**src/ep0_consts.svh**
```systemverilog
// Constants for the default control endpoint transaction block.
// Assumes a 32-bit AXI4-Lite register bus and a token-level link front end.
// Function
// - Status raised for good SETUP, NAK, error, IN ACK and new OUT data; none for STALL or PING ACK
// - FIFO fill decides transfer, no firmware help
// - Firmware drains FIFO, OUT accepted again
// - Firmware fills FIFO, IN served again
// - Status flags drive masked interrupt output
// - Direction bit selects data/status stage direction
// - Descriptor reply answers data stage automatically
// - Reply starts at address, returns exact count
// - Protect bit blocks refuse/halt bit writes
// - SETUP flag sets protect; CPU clears it
// - Short IN enable cleared after short IN
// - Separate IN/OUT toggles, initialised on SETUP
// - Toggle set forces one, clear forces zero
// - Refuse bit answers NAK regardless of FIFO
// - Halt bit answers STALL
// - Auto refuse sets OUT refuse after OUT
// - SETUP received flag raised
// - Separate ACK, NAK, error flags per direction; short flag for OUT only
// - Descriptor done flag at data stage end
// - SETUP stores eight bytes then ACKs
// - SETUP sets refuse, clears halt both directions
`ifndef EP0_CONSTS_SVH
`define EP0_CONSTS_SVH
// ====================================================
// Register byte offsets
`define REG_CONTROL    12'h000
`define REG_CTRL_IN    12'h004
`define REG_CTRL_OUT   12'h008
`define REG_SETUP_CTL  12'h00c
`define REG_STATUS     12'h010
`define REG_MASK       12'h014
`define REG_DESC_ADDR  12'h018
`define REG_DESC_SIZE  12'h01c
`define REG_MAX_PKT    12'h020
`define REG_SETUP_LO   12'h024
`define REG_SETUP_HI   12'h028
// ====================================================
// Direction control fields
`define B_REFUSE      0
`define B_HALT        1
`define B_TOG_ONE     2
`define B_TOG_ZERO    3
`define B_TOG_STATE   4
`define B_SHORT_EN    5
`define B_AUTO_REFUSE 6
// Status flag positions
`define S_OUT_SHORT   0
`define S_IN_ACK      1
`define S_OUT_ACK     2
`define S_IN_NAK      3
`define S_OUT_NAK     4
`define S_IN_ERR      5
`define S_OUT_ERR     6
`define S_SETUP       7
`define S_DESC_DONE   8
`define MAX_PKT_RESET 7'h40
`endif

```
**src/ep0_pkg.sv**
```systemverilog
// Types for the default control endpoint transaction block.
// Assumes ep0_consts.svh sits beside it.
`default_nettype none
package ep0_pkg;
  typedef enum logic [1:0] {
    HS_ACK   = 2'b00,
    HS_NAK   = 2'b01,
    HS_STALL = 2'b10,
    HS_NONE  = 2'b11
  } hs_t;
  typedef enum logic [1:0] {
    TK_SETUP = 2'b00,
    TK_IN    = 2'b01,
    TK_OUT   = 2'b10,
    TK_PING  = 2'b11
  } tok_t;
  typedef enum logic [1:0] {
    ST_IDLE = 2'b00,
    ST_RESP = 2'b01
  } state_t;
  // One token as presented by the serial engine
  typedef struct packed {
    logic       valid;
    tok_t       kind;
    logic       pid_odd;
    logic [6:0] out_len;
    logic       crc_err;
    logic [63:0] setup_data;
  } token_t;
  typedef struct packed {
    logic [1:0] refuse;
    logic [1:0] halt;
    logic [1:0] toggle;
    logic       short_en;
    logic       auto_refuse;
    logic       direction;
    logic       desc_en;
    logic       protect;
    logic [8:0] flags;
    logic [8:0] mask;
    logic [15:0] desc_addr;
    logic [15:0] desc_size;
    logic [15:0] desc_left;
    logic       desc_busy;
    logic [6:0] max_pkt;
    logic [63:0] setup_bytes;
    state_t     state;
    hs_t        hs;
    logic       hs_valid;
    logic [6:0] tx_len;
    logic       tx_pid_odd;
    logic [15:0] tx_addr;
    logic       tx_from_desc;
    logic [6:0] fifo_pop_len;
    logic       fifo_commit;
    logic       awt;
    logic       wt;
    logic [11:0] awaddr;
    logic [31:0] wdata;
    logic       bvalid;
    logic [1:0] bresp;
    logic       rvalid;
    logic [31:0] rdata;
    logic [1:0] rresp;
  } state_all_t;
endpackage
`default_nettype wire

```
**src/ep0_txn_ctrl.sv**
```systemverilog
// Transaction control for the default control endpoint.
// Assumes a serial engine presenting one decoded token per valid pulse and a FIFO reporting fill/free counts.
`default_nettype none
`include "ep0_consts.svh"
module ep0_txn_ctrl
  import ep0_pkg::*;
#(
  parameter int FIFO_W = 16
) (
  input  wire  logic              aclk,
  input  wire  logic              aresetn,
  input  wire  logic [11:0]       s_axi_awaddr,
  input  wire  logic              s_axi_awvalid,
  output logic                    s_axi_awready,
  input  wire  logic [31:0]       s_axi_wdata,
  input  wire  logic [3:0]        s_axi_wstrb,
  input  wire  logic              s_axi_wvalid,
  output logic                    s_axi_wready,
  output logic [1:0]              s_axi_bresp,
  output logic                    s_axi_bvalid,
  input  wire  logic              s_axi_bready,
  input  wire  logic [11:0]       s_axi_araddr,
  input  wire  logic              s_axi_arvalid,
  output logic                    s_axi_arready,
  output logic [31:0]             s_axi_rdata,
  output logic [1:0]              s_axi_rresp,
  output logic                    s_axi_rvalid,
  input  wire  logic              s_axi_rready,
  input  wire  token_t            token,
  input  wire  logic [FIFO_W-1:0] fifo_fill,
  input  wire  logic [FIFO_W-1:0] fifo_free,
  input  wire  logic              in_done,
  input  wire  logic              in_timeout,
  output hs_t                     handshake,
  output logic                    handshake_valid,
  output logic [6:0]              tx_len,
  output logic                    tx_pid_odd,
  output logic [15:0]             tx_addr,
  output logic                    tx_from_desc,
  output logic [6:0]              fifo_pop_len,
  output logic                    fifo_commit,
  output logic                    irq
);
  // ====================================================
  // State
  state_all_t q;
  state_all_t d;
  logic       dir_in;
  logic       fw_ctl_ok;
  logic       wr_go;
  logic       rd_go;
  logic [8:0] set_flags;

  function automatic logic wr_hit(input logic [11:0] a, input logic [11:0] r);
    return a[11:2] == r[11:2];
  endfunction

  assign dir_in    = q.direction;
  assign fw_ctl_ok = !q.protect;
  assign wr_go     = q.awt && q.wt && !q.bvalid;
  assign rd_go     = s_axi_arvalid && !q.rvalid;

  always_comb begin
    logic [6:0]  avail;
    logic [15:0] chunk;
    d           = q;
    avail       = 7'h00;
    chunk       = 16'h0000;
    set_flags   = 9'h000;
    d.hs_valid  = 1'b0;
    d.fifo_commit = 1'b0;
    // ====================================================
    // Token handling
    if (token.valid) begin
      d.hs_valid = 1'b1;
      case (token.kind)
        TK_SETUP: begin
          if (token.crc_err) begin
            d.hs_valid = 1'b0;                                  // No reply, no status on bad SETUP
          end else begin
            d.setup_bytes = token.setup_data;
            d.hs          = HS_ACK;
            d.refuse      = 2'b11;
            d.halt        = 2'b00;
            d.toggle      = 2'b11;
            d.desc_busy   = 1'b0;
            set_flags[`S_SETUP] = 1'b1;
          end
        end
        TK_IN: begin
          if (!dir_in || q.halt[1]) begin
            d.hs = HS_STALL;
          end else if (q.refuse[1]) begin
            d.hs = HS_NAK;
            set_flags[`S_IN_NAK] = 1'b1;
          end else if (q.desc_en) begin
            // Descriptor data stays resident, so the reply needs no FIFO check
            if (!q.desc_busy) begin
              d.desc_left = q.desc_size;
              d.tx_addr   = q.desc_addr;
              chunk       = q.desc_size;
            end else begin
              chunk       = q.desc_left;
            end
            d.tx_len       = (chunk > {9'h000, q.max_pkt}) ? q.max_pkt : chunk[6:0];
            d.tx_from_desc = 1'b1;
            d.desc_busy    = 1'b1;
            d.hs           = HS_NONE;
            d.tx_pid_odd   = q.toggle[1];
          end else begin
            avail = (fifo_fill >= FIFO_W'(q.max_pkt)) ? q.max_pkt : fifo_fill[6:0];
            if (avail == q.max_pkt || (q.short_en && fifo_fill < FIFO_W'(q.max_pkt))) begin
              d.tx_len       = avail;
              d.tx_from_desc = 1'b0;
              d.tx_pid_odd   = q.toggle[1];
              d.hs           = HS_NONE;
            end else begin
              d.hs = HS_NAK;
              set_flags[`S_IN_NAK] = 1'b1;
            end
          end
          if (d.hs == HS_NONE) begin
            d.state = ST_RESP;
          end
        end
        TK_OUT, TK_PING: begin
          if (token.kind == TK_OUT && token.crc_err) begin
            // Corrupt data is never answered, whatever the refuse or halt state
            d.hs_valid = 1'b0;
            set_flags[`S_OUT_ERR] = 1'b1;
          end else if (dir_in || q.halt[0]) begin
            d.hs = HS_STALL;
          end else if (q.refuse[0] || fifo_free < FIFO_W'(q.max_pkt)) begin
            d.hs = HS_NAK;
            set_flags[`S_OUT_NAK] = 1'b1;
          end else if (token.kind == TK_PING) begin
            d.hs = HS_ACK;
          end else begin
            d.hs = HS_ACK;
            if (token.pid_odd == q.toggle[0]) begin
              d.toggle[0]     = ~q.toggle[0];
              d.fifo_pop_len  = token.out_len;
              d.fifo_commit   = 1'b1;
              set_flags[`S_OUT_ACK] = 1'b1;
              if (token.out_len < q.max_pkt) begin
                set_flags[`S_OUT_SHORT] = 1'b1;
              end
              if (q.auto_refuse) begin
                d.refuse[0] = 1'b1;
              end
            end
          end
        end
        default: d.hs_valid = 1'b0;
      endcase
    end
    // ====================================================
    // IN data phase outcome
    if (q.state == ST_RESP && (in_done || in_timeout)) begin
      d.state = ST_IDLE;
      if (in_timeout) begin
        set_flags[`S_IN_ERR] = 1'b1;
      end else begin
        set_flags[`S_IN_ACK] = 1'b1;
        d.toggle[1] = ~q.toggle[1];
        if (q.tx_len < q.max_pkt) begin
          d.short_en = 1'b0;
        end
        if (q.tx_from_desc) begin
          d.desc_left = q.desc_left - {9'h000, q.tx_len};
          d.tx_addr   = q.tx_addr + {9'h000, q.tx_len};
          if (q.tx_len < q.max_pkt) begin
            d.desc_busy = 1'b0;
            d.desc_en   = 1'b0;
            set_flags[`S_DESC_DONE] = 1'b1;
          end
        end else begin
          d.fifo_pop_len = q.tx_len;
          d.fifo_commit  = 1'b1;
        end
      end
    end
    // ====================================================
    // Register writes
    if (wr_go) begin
      d.awt    = 1'b0;
      d.wt     = 1'b0;
      d.bvalid = 1'b1;
      d.bresp  = 2'b00;
      if (wr_hit(q.awaddr, `REG_CONTROL)) begin
        d.direction = q.wdata[0];
        d.desc_en   = q.wdata[1];
        if (q.wdata[1]) begin
          d.desc_busy = 1'b0;
        end
      end else if (wr_hit(q.awaddr, `REG_CTRL_IN) || wr_hit(q.awaddr, `REG_CTRL_OUT)) begin
        for (int i = 0; i < 2; i++) begin
          if (wr_hit(q.awaddr, i == 1 ? `REG_CTRL_IN : `REG_CTRL_OUT)) begin
            if (fw_ctl_ok) begin
              d.refuse[i] = q.wdata[`B_REFUSE];
              d.halt[i]   = q.wdata[`B_HALT];
            end
            if (q.wdata[`B_TOG_ONE]) begin
              d.toggle[i] = 1'b1;
            end else if (q.wdata[`B_TOG_ZERO]) begin
              d.toggle[i] = 1'b0;
            end
          end
        end
        if (wr_hit(q.awaddr, `REG_CTRL_IN)) begin
          d.short_en = q.wdata[`B_SHORT_EN];
        end else begin
          d.auto_refuse = q.wdata[`B_AUTO_REFUSE];
        end
      end else if (wr_hit(q.awaddr, `REG_SETUP_CTL)) begin
        d.protect = q.wdata[0];
      end else if (wr_hit(q.awaddr, `REG_STATUS)) begin
        d.flags = q.flags & ~q.wdata[8:0];
      end else if (wr_hit(q.awaddr, `REG_MASK)) begin
        d.mask = q.wdata[8:0];
      end else if (wr_hit(q.awaddr, `REG_DESC_ADDR)) begin
        d.desc_addr = q.wdata[15:0];
      end else if (wr_hit(q.awaddr, `REG_DESC_SIZE)) begin
        d.desc_size = q.wdata[15:0];
      end else if (wr_hit(q.awaddr, `REG_MAX_PKT)) begin
        d.max_pkt = q.wdata[6:0];
      end else begin
        d.bresp = 2'b10;
      end
    end
    // Hardware set wins over a write-one clear in the same cycle
    d.flags = d.flags | set_flags;
    if (set_flags[`S_SETUP]) begin
      d.protect = 1'b1;
    end
    if (s_axi_awvalid && !q.awt) begin
      d.awt    = 1'b1;
      d.awaddr = s_axi_awaddr;
    end
    if (s_axi_wvalid && !q.wt) begin
      d.wt    = 1'b1;
      d.wdata = s_axi_wdata;
    end
    if (q.bvalid && s_axi_bready) begin
      d.bvalid = 1'b0;
    end
    // ====================================================
    // Register reads
    if (q.rvalid && s_axi_rready) begin
      d.rvalid = 1'b0;
    end
    if (rd_go) begin
      d.rvalid = 1'b1;
      d.rresp  = 2'b00;
      d.rdata  = 32'h0000_0000;
      case ({s_axi_araddr[11:2], 2'b00})
        `REG_CONTROL:   d.rdata[1:0] = {q.desc_en, q.direction};
        `REG_CTRL_IN:   d.rdata[5:0] = {q.short_en, q.toggle[1], 2'b00, q.halt[1], q.refuse[1]};
        `REG_CTRL_OUT:  d.rdata[6:0] = {q.auto_refuse, 1'b0, q.toggle[0], 2'b00, q.halt[0], q.refuse[0]};
        `REG_SETUP_CTL: d.rdata[0]   = q.protect;
        `REG_STATUS:    d.rdata[8:0] = q.flags;
        `REG_MASK:      d.rdata[8:0] = q.mask;
        `REG_DESC_ADDR: d.rdata[15:0] = q.desc_addr;
        `REG_DESC_SIZE: d.rdata[15:0] = q.desc_size;
        `REG_MAX_PKT:   d.rdata[6:0] = q.max_pkt;
        `REG_SETUP_LO:  d.rdata = q.setup_bytes[31:0];
        `REG_SETUP_HI:  d.rdata = q.setup_bytes[63:32];
        default:        d.rresp = 2'b10;
      endcase
    end
  end

  always_ff @(posedge aclk) begin
    if (!aresetn) begin
      q         <= '0;
      q.max_pkt <= `MAX_PKT_RESET;
      q.hs      <= HS_NONE;
      q.state   <= ST_IDLE;
    end else begin
      q <= d;
    end
  end

  // ====================================================
  // Outputs
  assign s_axi_awready   = !q.awt;
  assign s_axi_wready    = !q.wt;
  assign s_axi_bvalid    = q.bvalid;
  assign s_axi_bresp     = q.bresp;
  assign s_axi_arready   = !q.rvalid;
  assign s_axi_rvalid    = q.rvalid;
  assign s_axi_rdata     = q.rdata;
  assign s_axi_rresp     = q.rresp;
  assign handshake       = q.hs;
  assign handshake_valid = q.hs_valid && q.hs != HS_NONE;
  assign tx_len          = q.tx_len;
  assign tx_pid_odd      = q.tx_pid_odd;
  assign tx_addr         = q.tx_addr;
  assign tx_from_desc    = q.tx_from_desc;
  assign fifo_pop_len    = q.fifo_pop_len;
  assign fifo_commit     = q.fifo_commit;
  assign irq             = |(q.flags & q.mask);
endmodule // ep0_txn_ctrl
`default_nettype wire

```
**config.mk**
```make
export PLATFORM = sky130hd
export DESIGN_NAME = ep0_txn_ctrl
export DESIGN_NICKNAME = d
export VERILOG_FILES = /design/src/ep0_pkg.sv /design/src/ep0_txn_ctrl.sv
export VERILOG_INCLUDE_DIRS = /design/src
export SDC_FILE = /design/constraint.sdc
export NUM_CORES = 1
export LEC_CHECK = 0
export ABC_AREA = 1
export BUFFER_PORTS_ARGS = -buffer_cell sky130_fd_sc_hd__buf_2
export CORE_ASPECT_RATIO = 1.5
export CORE_MARGIN = 2
export CORE_UTILIZATION = 58
export CTS_BUF_LIST = sky130_fd_sc_hd__clkbuf_8
export CTS_CLUSTER_DIAMETER = 40
export DETAILED_ROUTE_END_ITERATION = 6
export PLACE_DENSITY_LB_ADDON = 0.15
export SYNTH_ARGS = -nofsm -noshare
export SYNTH_HDL_FRONTEND = slang
export SYNTH_SLANG_ARGS = --single-unit
```
**constraint.sdc**
```tcl
create_clock -name aclk -period 3.32 [get_ports aclk]
set_input_delay 0.498 -clock aclk [delete_from_list [all_inputs] [get_ports aclk]]
set_output_delay 0.498 -clock aclk [all_outputs]
set_load 0.005 [all_outputs]
```
==> results of run 1 <==
-- worst paths after layout --
path / startpoint / endpoint / slack, ns
setup / recovery: q[193] / tx_len[0] / 0.56
hold / removal: s_axi_bready / s_axi_bvalid / 0.13
setup reg to reg: q[193] / tx_len[0] / 0.56
hold reg to reg: q[134] / q[134] / 0.45
-- synthesized netlist by cell type (3+ instances only) --
cell type  count  area (um^2)
a211oi_1      19        142.6
a21oi_1      173        865.8
a221o_1       15        150.1
a221oi_1      17        148.9
a311oi_1       4        35.03
a31oi_1        6        37.54
buf_1          3        11.26
buf_2         11        55.05
buf_4         71        533.0
clkbuf_1      65        244.0
clkinv_1       4        15.01
dfxtp_1      250         5005
ha_1          46        575.6
inv_1        206        773.2
inv_2          6        22.52
mux2i_1        7        70.07
nand2_1      215        807.0
nand2_2        4        25.02
nand3_1       41        205.2
nand4_1       15        93.84
nor2_1       238        893.4
nor2_2         4        25.02
nor3_1        23        115.1
nor3_2         5        50.05
nor4_1         6        37.54
nor4_4         4        85.08
o211ai_1      27        202.7
o21a_1         3        22.52
o21ai_0      268         1341
o21ai_1        7        35.03
o22ai_1        9        56.30
or2_2          6        37.54
xnor2_1        3        26.28
xor2_1         6        52.55
-- layout make-up --
cell class | instances | share of cell area (%)
repair buffers | 262 | 9.556
well taps | 276 | 2.318
flip-flops and latches | 250 | 33.59
inverters | 217 | 5.500
clock buffers | 51 | 4.711
multi-input cells | 1208 | 43.70
diodes | 1 | 0.01679
clock inverters | 20 | 0.6130
-- worst reg2reg max path, cell delays in order, from the launching register on --
cell and delay [ns]:
dfxtp_1 0.33, inv_1 0.21, or2_2 0.34, o21ai_0 0.15
inv_1 0.13, ha_1 0.31, a21oi_1 0.14, nor2_1 0.06
nor3_1 0.19, nand3_1 0.15, nand2_2 0.21, a21oi_1 0.09
o21ai_0 0.10, o21ai_0 0.10, nand2_1 0.07, a21oi_1 0.06
-- flip-flops by register name, indices dropped and copies added (netlist names) --
signal,flops
q,178
s_axi_rdata,32
tx_addr,16
fifo_pop_len,7
tx_len,7
handshake,2
dir_in,1
fifo_commit,1
s_axi_bresp,1
s_axi_bvalid,1
s_axi_rresp,1
s_axi_rvalid,1
tx_from_desc,1
tx_pid_odd,1
-- power by group through the flow --
stage	sequential (mW)	clock [mW]	combinational, mW
2_1_floorplan	3.19	0	0.318
3_3_place_gp	3.21	0	0.488
3_5_place_dp	3.21	0	0.500
4_1_cts	3.14	2.65	0.503
5_1_grt	3.15	2.77	0.567
6_report	3.15	2.60	0.503
-- stage by stage --
stage / cells / worst slack (ns) / power [mW] / hold WS [ns]
after floorplan: 1827 / 0.9960 / 3.505 / 0.4245
after global placement: 2213 / 0.6307 / 3.695 / 0.4347
after detailed placement: 2213 / 0.6120 / 3.709 / 0.4411
after CTS: 2284 / 0.5950 / 6.301 / 0.09756
after global routing: 2285 / 0.2995 / 6.489 / 0.1184
final: 2285 / 0.5605 / 6.252 / 0.1286
-- cell families (layout without fill, tap and decap cells) --
group	Yosys count	count (layout)
compound gates	566	566
xor+xnor	9	9
fa+ha+maj	48	48
buf+inv	369	550
flops	250	250
mux	7	7
other cells	1	3
simple gates	576	576
-- per-layer routing --
metal / part of all wire [%] / wire length [um]
met4: 5.8 / 2165
met2: 50 / 18700
met5: 0.035 / 13
met1: 38 / 14280
met3: 6.1 / 2269
==> metrics.yaml, run 1 <==
outcome:
  outcome: "complete, no violations"
yosys:
  dominantRegCellSynth: "dfxtp_1"
  synth_xor_area_share_pct: 0.5976
  synth_compound_area_share_pct: 24.24
  async_reset_ff_share_pct: 0
  synthDistinctLibCells: 62
  synthMuxAreaShare_pct: 0.5312
  synth_area_um2: 13190
  yosysWarnings: 0
  synth_edf_count: 0
  seq_area_frac_synth_pct: 37.94
  syn_avg_cell_area_um2: 7.224
  synthAdderAreaFrac_pct: 4.667
  ys_ff_latch: 250
  yosys.area_share.simple_pct: 19.22
  netlist_instances: 1826
  synth_top_family_by_area: "compound AO/OA/AOI/OAI gates"
route:
  dr.pass1.iters: 6
  wl_per_cell_um: 16.38
  avgViaCountPerCell: 5.615
  wl_um: 37430
  vias: 12830
  antenna_left: 0
  drt_iter0_drc: 947
  drc: 0
setup_path:
  max_stage_delay_ns: 0.34
  cp_data_arrival_time_ns: 3.18
  crit_path_start_kind: "flip-flop"
  slowest_stage: "or2_2"
  worst-path-max-fanout: 15
  path_class: "reg -> reg"
  crit_path_cell_trace: "inv_1, or2_2, o21ai_0, inv_1, ha_1, a21oi_1, nor2_1, nor3_1, nand3_1, nand2_2, a21oi_1, o21ai_0, o21ai_0, nand2_1, a21oi_1"
  reg2reg_depth: 15
  worstSetupPathDepth: 15
  crit_family: "simple AND/OR/NAND/NOR gates"
  end_kind: "flip-flop"
  worst-path-buf-inv: 2
  cp.required_ns: 3.74
layout:
  layout-drive-gt1-share_pct: 18.03
  final_area_um2: 14900
  synthToLayoutAreaGrowth_pct: 12.97
  fin_util_pct: 66.57
  nFillCells: 2089
  layout_commonest_cell: "o21ai_0"
  multi_input_area_um2: 6511
  num-nets-final: 2203
  regArea_um2: 5005
  mostFrequentLayoutCells: "268 x o21ai_0, 250 x dfxtp_1, 237 x nor2_1, 227 x buf_2, 221 x inv_1"
clock_network:
  cts_hold_buffers: 0
  htreeDepth: 2
  cts_tree: "yes"
  ctsResizeCount: 0
  cts_sinks: 250
  clk_pin_slew_ns: 0.06
  clock-root-buffer: "clkbuf_8"
  clock_latency_ns: 0.57
  cts_max_path_buffers: 3
  cts_buffers: 39
  postCtsSetupBuffers: 0
pwr:
  internal_power_mw: 4.661
  vdd_drop_max_mv: 0.3231
  power_density_nw_per_um2: 419.6
  switching_power_mw: 1.591
  p_sw_share_pct: 25.45
  pwr-share-comb_pct: 8.1
  clkPwrFrac_pct: 41.6
  seq_power_share_pct: 50.3
  p_leak_nw: 6.735
sta:
  fin_crit_sh_pct: 83.12
  finalHoldViolations: 0
  slew_headroom_pct: 26.70
  tns_ns: 0
  final_max_slew_viol_count: 0
  period_needed_ns: 2.759
  worstMarginPinSlew_ns: 1.098
  fmax_mhz: 362.4
  fin_skew_ns: 0.02655
  rsz0062_at_grt: "no"
  setup_violations: 0
global_routing:
  met2_usage_pct: 55.11
  grt_use_met3_pct: 6.104
  use_met1_pct: 34.38
  grt_overflow: 0
  grt_pass1_vias: 12478
  grtUsageTotal_pct: 31.06
  grt_pass1_wl_um: 60420
  busiest_layer: "met2"
  grt_max_degree: 77
  antenna_found_initial: 3
die:
  die-height_um: 188.7
  initial_core_util_pct: 58.93
  die_w_um: 127.1
  die-area_um2: 23990
  num_io_pins: 255
  core_region_area_um2: 22380
  row_count: 67
hold_path:
  min-delay-path-class: "in -> reg"
  worstHoldPathCells: 2
place:
  hpwl_um: 27550
  post_dp_cell_area_um2: 14100
  port_buffers: 228
  place_congestion: 0.9514
run:
  drv_cap: 0
(Power assumes the default switching activity.)
==> inputs of run 2 (changes only) <==
--- a/config.mk
+++ b/config.mk
@@ -10,7 +10,7 @@
 export BUFFER_PORTS_ARGS = -buffer_cell sky130_fd_sc_hd__buf_2
 export CORE_ASPECT_RATIO = 1.5
 export CORE_MARGIN = 2
-export CORE_UTILIZATION = 58
+export CORE_UTILIZATION = 52
 export CTS_BUF_LIST = sky130_fd_sc_hd__clkbuf_8
 export CTS_CLUSTER_DIAMETER = 40
 export DETAILED_ROUTE_END_ITERATION = 6
==> constraint.sdc (replaced) <==
create_clock -name aclk -period 2.5 [get_ports aclk]
set_input_delay 0.375 -clock aclk [delete_from_list [all_inputs] [get_ports aclk]]
set_output_delay 0.375 -clock aclk [all_outputs]
set_load 0.005 [all_outputs]
==> metrics.yaml, run 2 (synthesized netlist as in run 1, its figures left out) <==
die:
  core_region_area_um2: 25050  # was 22,380 um^2
  initial_core_util_pct: 52.65  # was 58.93%
  die-height_um: 199.1  # was 188.7 um
  die-area_um2: 26680  # was 23,990 um^2
  num_io_pins: 255  # unchanged
  die_w_um: 134.0  # was 127.1 um
  row_count: 71  # was 67
sta:
  finalHoldViolations: 0  # unchanged
  fmax_mhz: 422.1  # was 362.4 MHz
  hold-worst-slack_ns: 0.04551  # was 0.1286 ns
  fin_crit_sh_pct: 94.76  # was 83.12%
  slew_headroom_pct: 49.87  # was 26.70%
  setup_violations: 0  # unchanged
  setup_slack_ns: 0.1310  # was 0.5605 ns
  period_needed_ns: 2.369  # was 2.759 ns
  tns_ns: 0  # unchanged
  fin_skew_ns: 0.03137  # was 0.02655 ns
  final_max_slew_viol_count: 0  # unchanged
  rsz0062_at_grt: "yes"  # was no
  worstMarginPinSlew_ns: 0.7520  # was 1.098 ns
setup_path:
  crit_start: "q[192]"  # was q[193]
  cp_data_arrival_time_ns: 2.87  # was 3.18 ns
  r2r_slack_ns: 0.13  # was 0.56 ns
  worst-path-buf-inv: 2  # unchanged
  cp.required_ns: 3.00  # was 3.74 ns
  slowest_stage: "dfxtp_2"  # was or2_2
  crit_path_cell_trace: "inv_2, ha_4, nand2_4, nor3b_4, nand2_4, nand3_4, nor3_2, nor2_1, nand2_1, nor2_1, nand2_1, nand2_2, nand3_4, inv_8, nand2_2, a21oi_2"  # was inv_1, or2_2, o21ai_0, inv_1, ha_1, a21oi_1, nor2_1, nor3_1, nand3_1, nand2_2, a21oi_1, o21ai_0, o21ai_0, nand2_1, a21oi_1
  end_kind: "flip-flop"  # unchanged
  crit_path_start_kind: "flip-flop"  # unchanged
  reg2reg_depth: 16  # was 15
  crit_family: "simple AND/OR/NAND/NOR gates"  # unchanged
  reg2reg_from: "q[192]"  # was q[193]
  worst-path-max-fanout: 8  # was 15
  max_stage_delay_ns: 0.35  # was 0.34 ns
  r2r-end: "tx_len[6]"  # was tx_len[0]
  path_class: "reg -> reg"  # unchanged
route:
  drc: 0  # unchanged
  drt_iter0_drc: 885  # was 947
  avgViaCountPerCell: 5.480  # was 5.615
  wl_um: 39850  # was 37,430 um
  wl_per_cell_um: 16.65  # was 16.38 um
  vias: 13119  # was 12,830
  antenna_left: 0  # unchanged
  dr.pass1.iters: 5  # was 6
layout:
  synthToLayoutAreaGrowth_pct: 18.35  # was 12.97%
  final_area_um2: 15610  # was 14,900 um^2
  largest_reg_flops: 178  # unchanged
  regMostFlops: "q"  # unchanged
  num-nets-final: 2262  # was 2,203
  layout-drive-gt1-share_pct: 22.13  # was 18.03%
  mostFrequentLayoutCells: "262 x o21ai_0, 244 x dfxtp_1, 235 x nor2_1, 227 x buf_2, 216 x inv_1"  # was 268 x o21ai_0, 250 x dfxtp_1, 237 x nor2_1, 227 x buf_2, 221 x inv_1
  layout_commonest_cell: "o21ai_0"  # unchanged
place:
  place_congestion: 0.9645  # was 0.9514
  port_buffers: 228  # unchanged
  hpwl_um: 29280  # was 27,550 um
  post-place-ws_ns: -0.02056  # was 0.6120 ns
  post_dp_cell_area_um2: 14560  # was 14,100 um^2
global_routing:
  grt_overflow: 0  # unchanged
  antenna_found_initial: 3  # unchanged
  grt_pass1_vias: 12488  # was 12,478
  grtUsageTotal_pct: 29.01  # was 31.06%
  grt_pass1_wl_um: 61930  # was 60,420 um
  grt_max_degree: 173  # was 77
outcome:
  outcome: "complete, no violations"  # unchanged
clock_network:
  cts_max_path_buffers: 3  # unchanged
  clk_pin_slew_ns: 0.06  # about the same
  cts_sinks: 250  # unchanged
  htreeDepth: 2  # unchanged
  clock_latency_ns: 0.57  # about the same
  cts_tree: "yes"  # unchanged
  cts_buffers: 41  # was 39
  clock-root-buffer: "clkbuf_8"  # unchanged
pwr:
  power.total_mw: 8.415  # was 6.252 mW
  p_leak_nw: 7.088  # was 6.735 nW
  vdd_drop_max_mv: 0.5015  # was 0.3231 mV
  power_density_nw_per_um2: 539.0  # was 419.6 nW/um^2
hold_path:
  min_delay_worst_endpoint: "q[182]"  # was s_axi_bvalid
  worstHoldPathCells: 3  # was 2
  hold_path_startpoint: "token[60]"  # was s_axi_bready
  min-delay-path-class: "in -> reg"  # unchanged
run:
  drv_cap: 0  # unchanged
-- run 2: cell types whose count changed in the layout (fill, tap and decap cells not counted), moves of 5 or more --
cell     delta
inv_1       -5
nand2_1     -8
dfxtp_2     +6
dfxtp_1     -6
o21ai_1     +5
buf_4      +50
o21ai_0     -6
nand2_4     +6
ha_1        -5
-- run 2: per-layer routing --
layer | up-vias | track usage [%] | part of all wire, %
met5 | - | 0 | 0.073
met4 | 4 | 13.53 | 4.8
met3 | 117 | 5.835 | 6.3
met2 | 453 | 53.58 | 51
met1 | 6022 | 31.71 | 38
li1 | 6523 | - | -
-- run 2: area by class of cell --
class | count | area, um^2
fill | 2434 | 9440
multi-input combinational | 1211 | 6709
sequential | 250 | 5012
timing repair buffer | 316 | 1852
inverter | 217 | 822.0
clock buffer | 50 | 688.2
tap | 328 | 410.4
clock inverter | 21 | 115.1
antenna | 1 | 2.502
-- run 2: stage by stage --
| step | util [%] | cells |
|---|---|---|
| 6_report | 62.32 | 2394 |
| 4_1_cts | 61.43 | 2387 |
| 2_1_floorplan | - | 1827 |
| 5_1_grt | 62.32 | 2394 |
| 3_5_place_dp | 58.11 | 2315 |
| 3_3_place_gp | 58.11 | 2315 |
-- run 2: report_power, final --
part / leakage (nW) / total [mW] / switching (mW) / internal, mW
combinational: 4.59 / 0.697 / 0.420 / 0.277
clock: 0.468 / 3.54 / 1.64 / 1.90
sequential: 2.03 / 4.18 / 0.0833 / 4.10
-- run 2: worst register-to-register path, cell delays in order, from the launching register on --
cell and delay, ns:
dfxtp_2 0.35, inv_2 0.06, ha_4 0.28, nand2_4 0.06, nor3b_4 0.30, nand2_4 0.13, nand3_4 0.16, nor3_2 0.05
nor2_1 0.09, nand2_1 0.07, nor2_1 0.10, nand2_1 0.08, nand2_2 0.12, nand3_4 0.15, inv_8 0.14, nand2_2 0.06
a21oi_2 0.13
-- run 2: worst max path at each step --
stage / to / cells after the start
after CTS: tx_len[3] / 16
after detailed placement: tx_len[3] / 16
after global routing: tx_len[1] / 16
after floorplan: tx_len[2] / 17
after global placement: tx_addr[12] / 16
final: tx_len[6] / 16
-- run 2: repair_timing --
action	in CTS	in global routing
hold buffers	1	0
pin swaps	1	19
buffers inserted	0	3
setup endpoints to repair	2	20
gates cloned	0	3
hold endpoints to repair	1	0
resized for setup	7	48
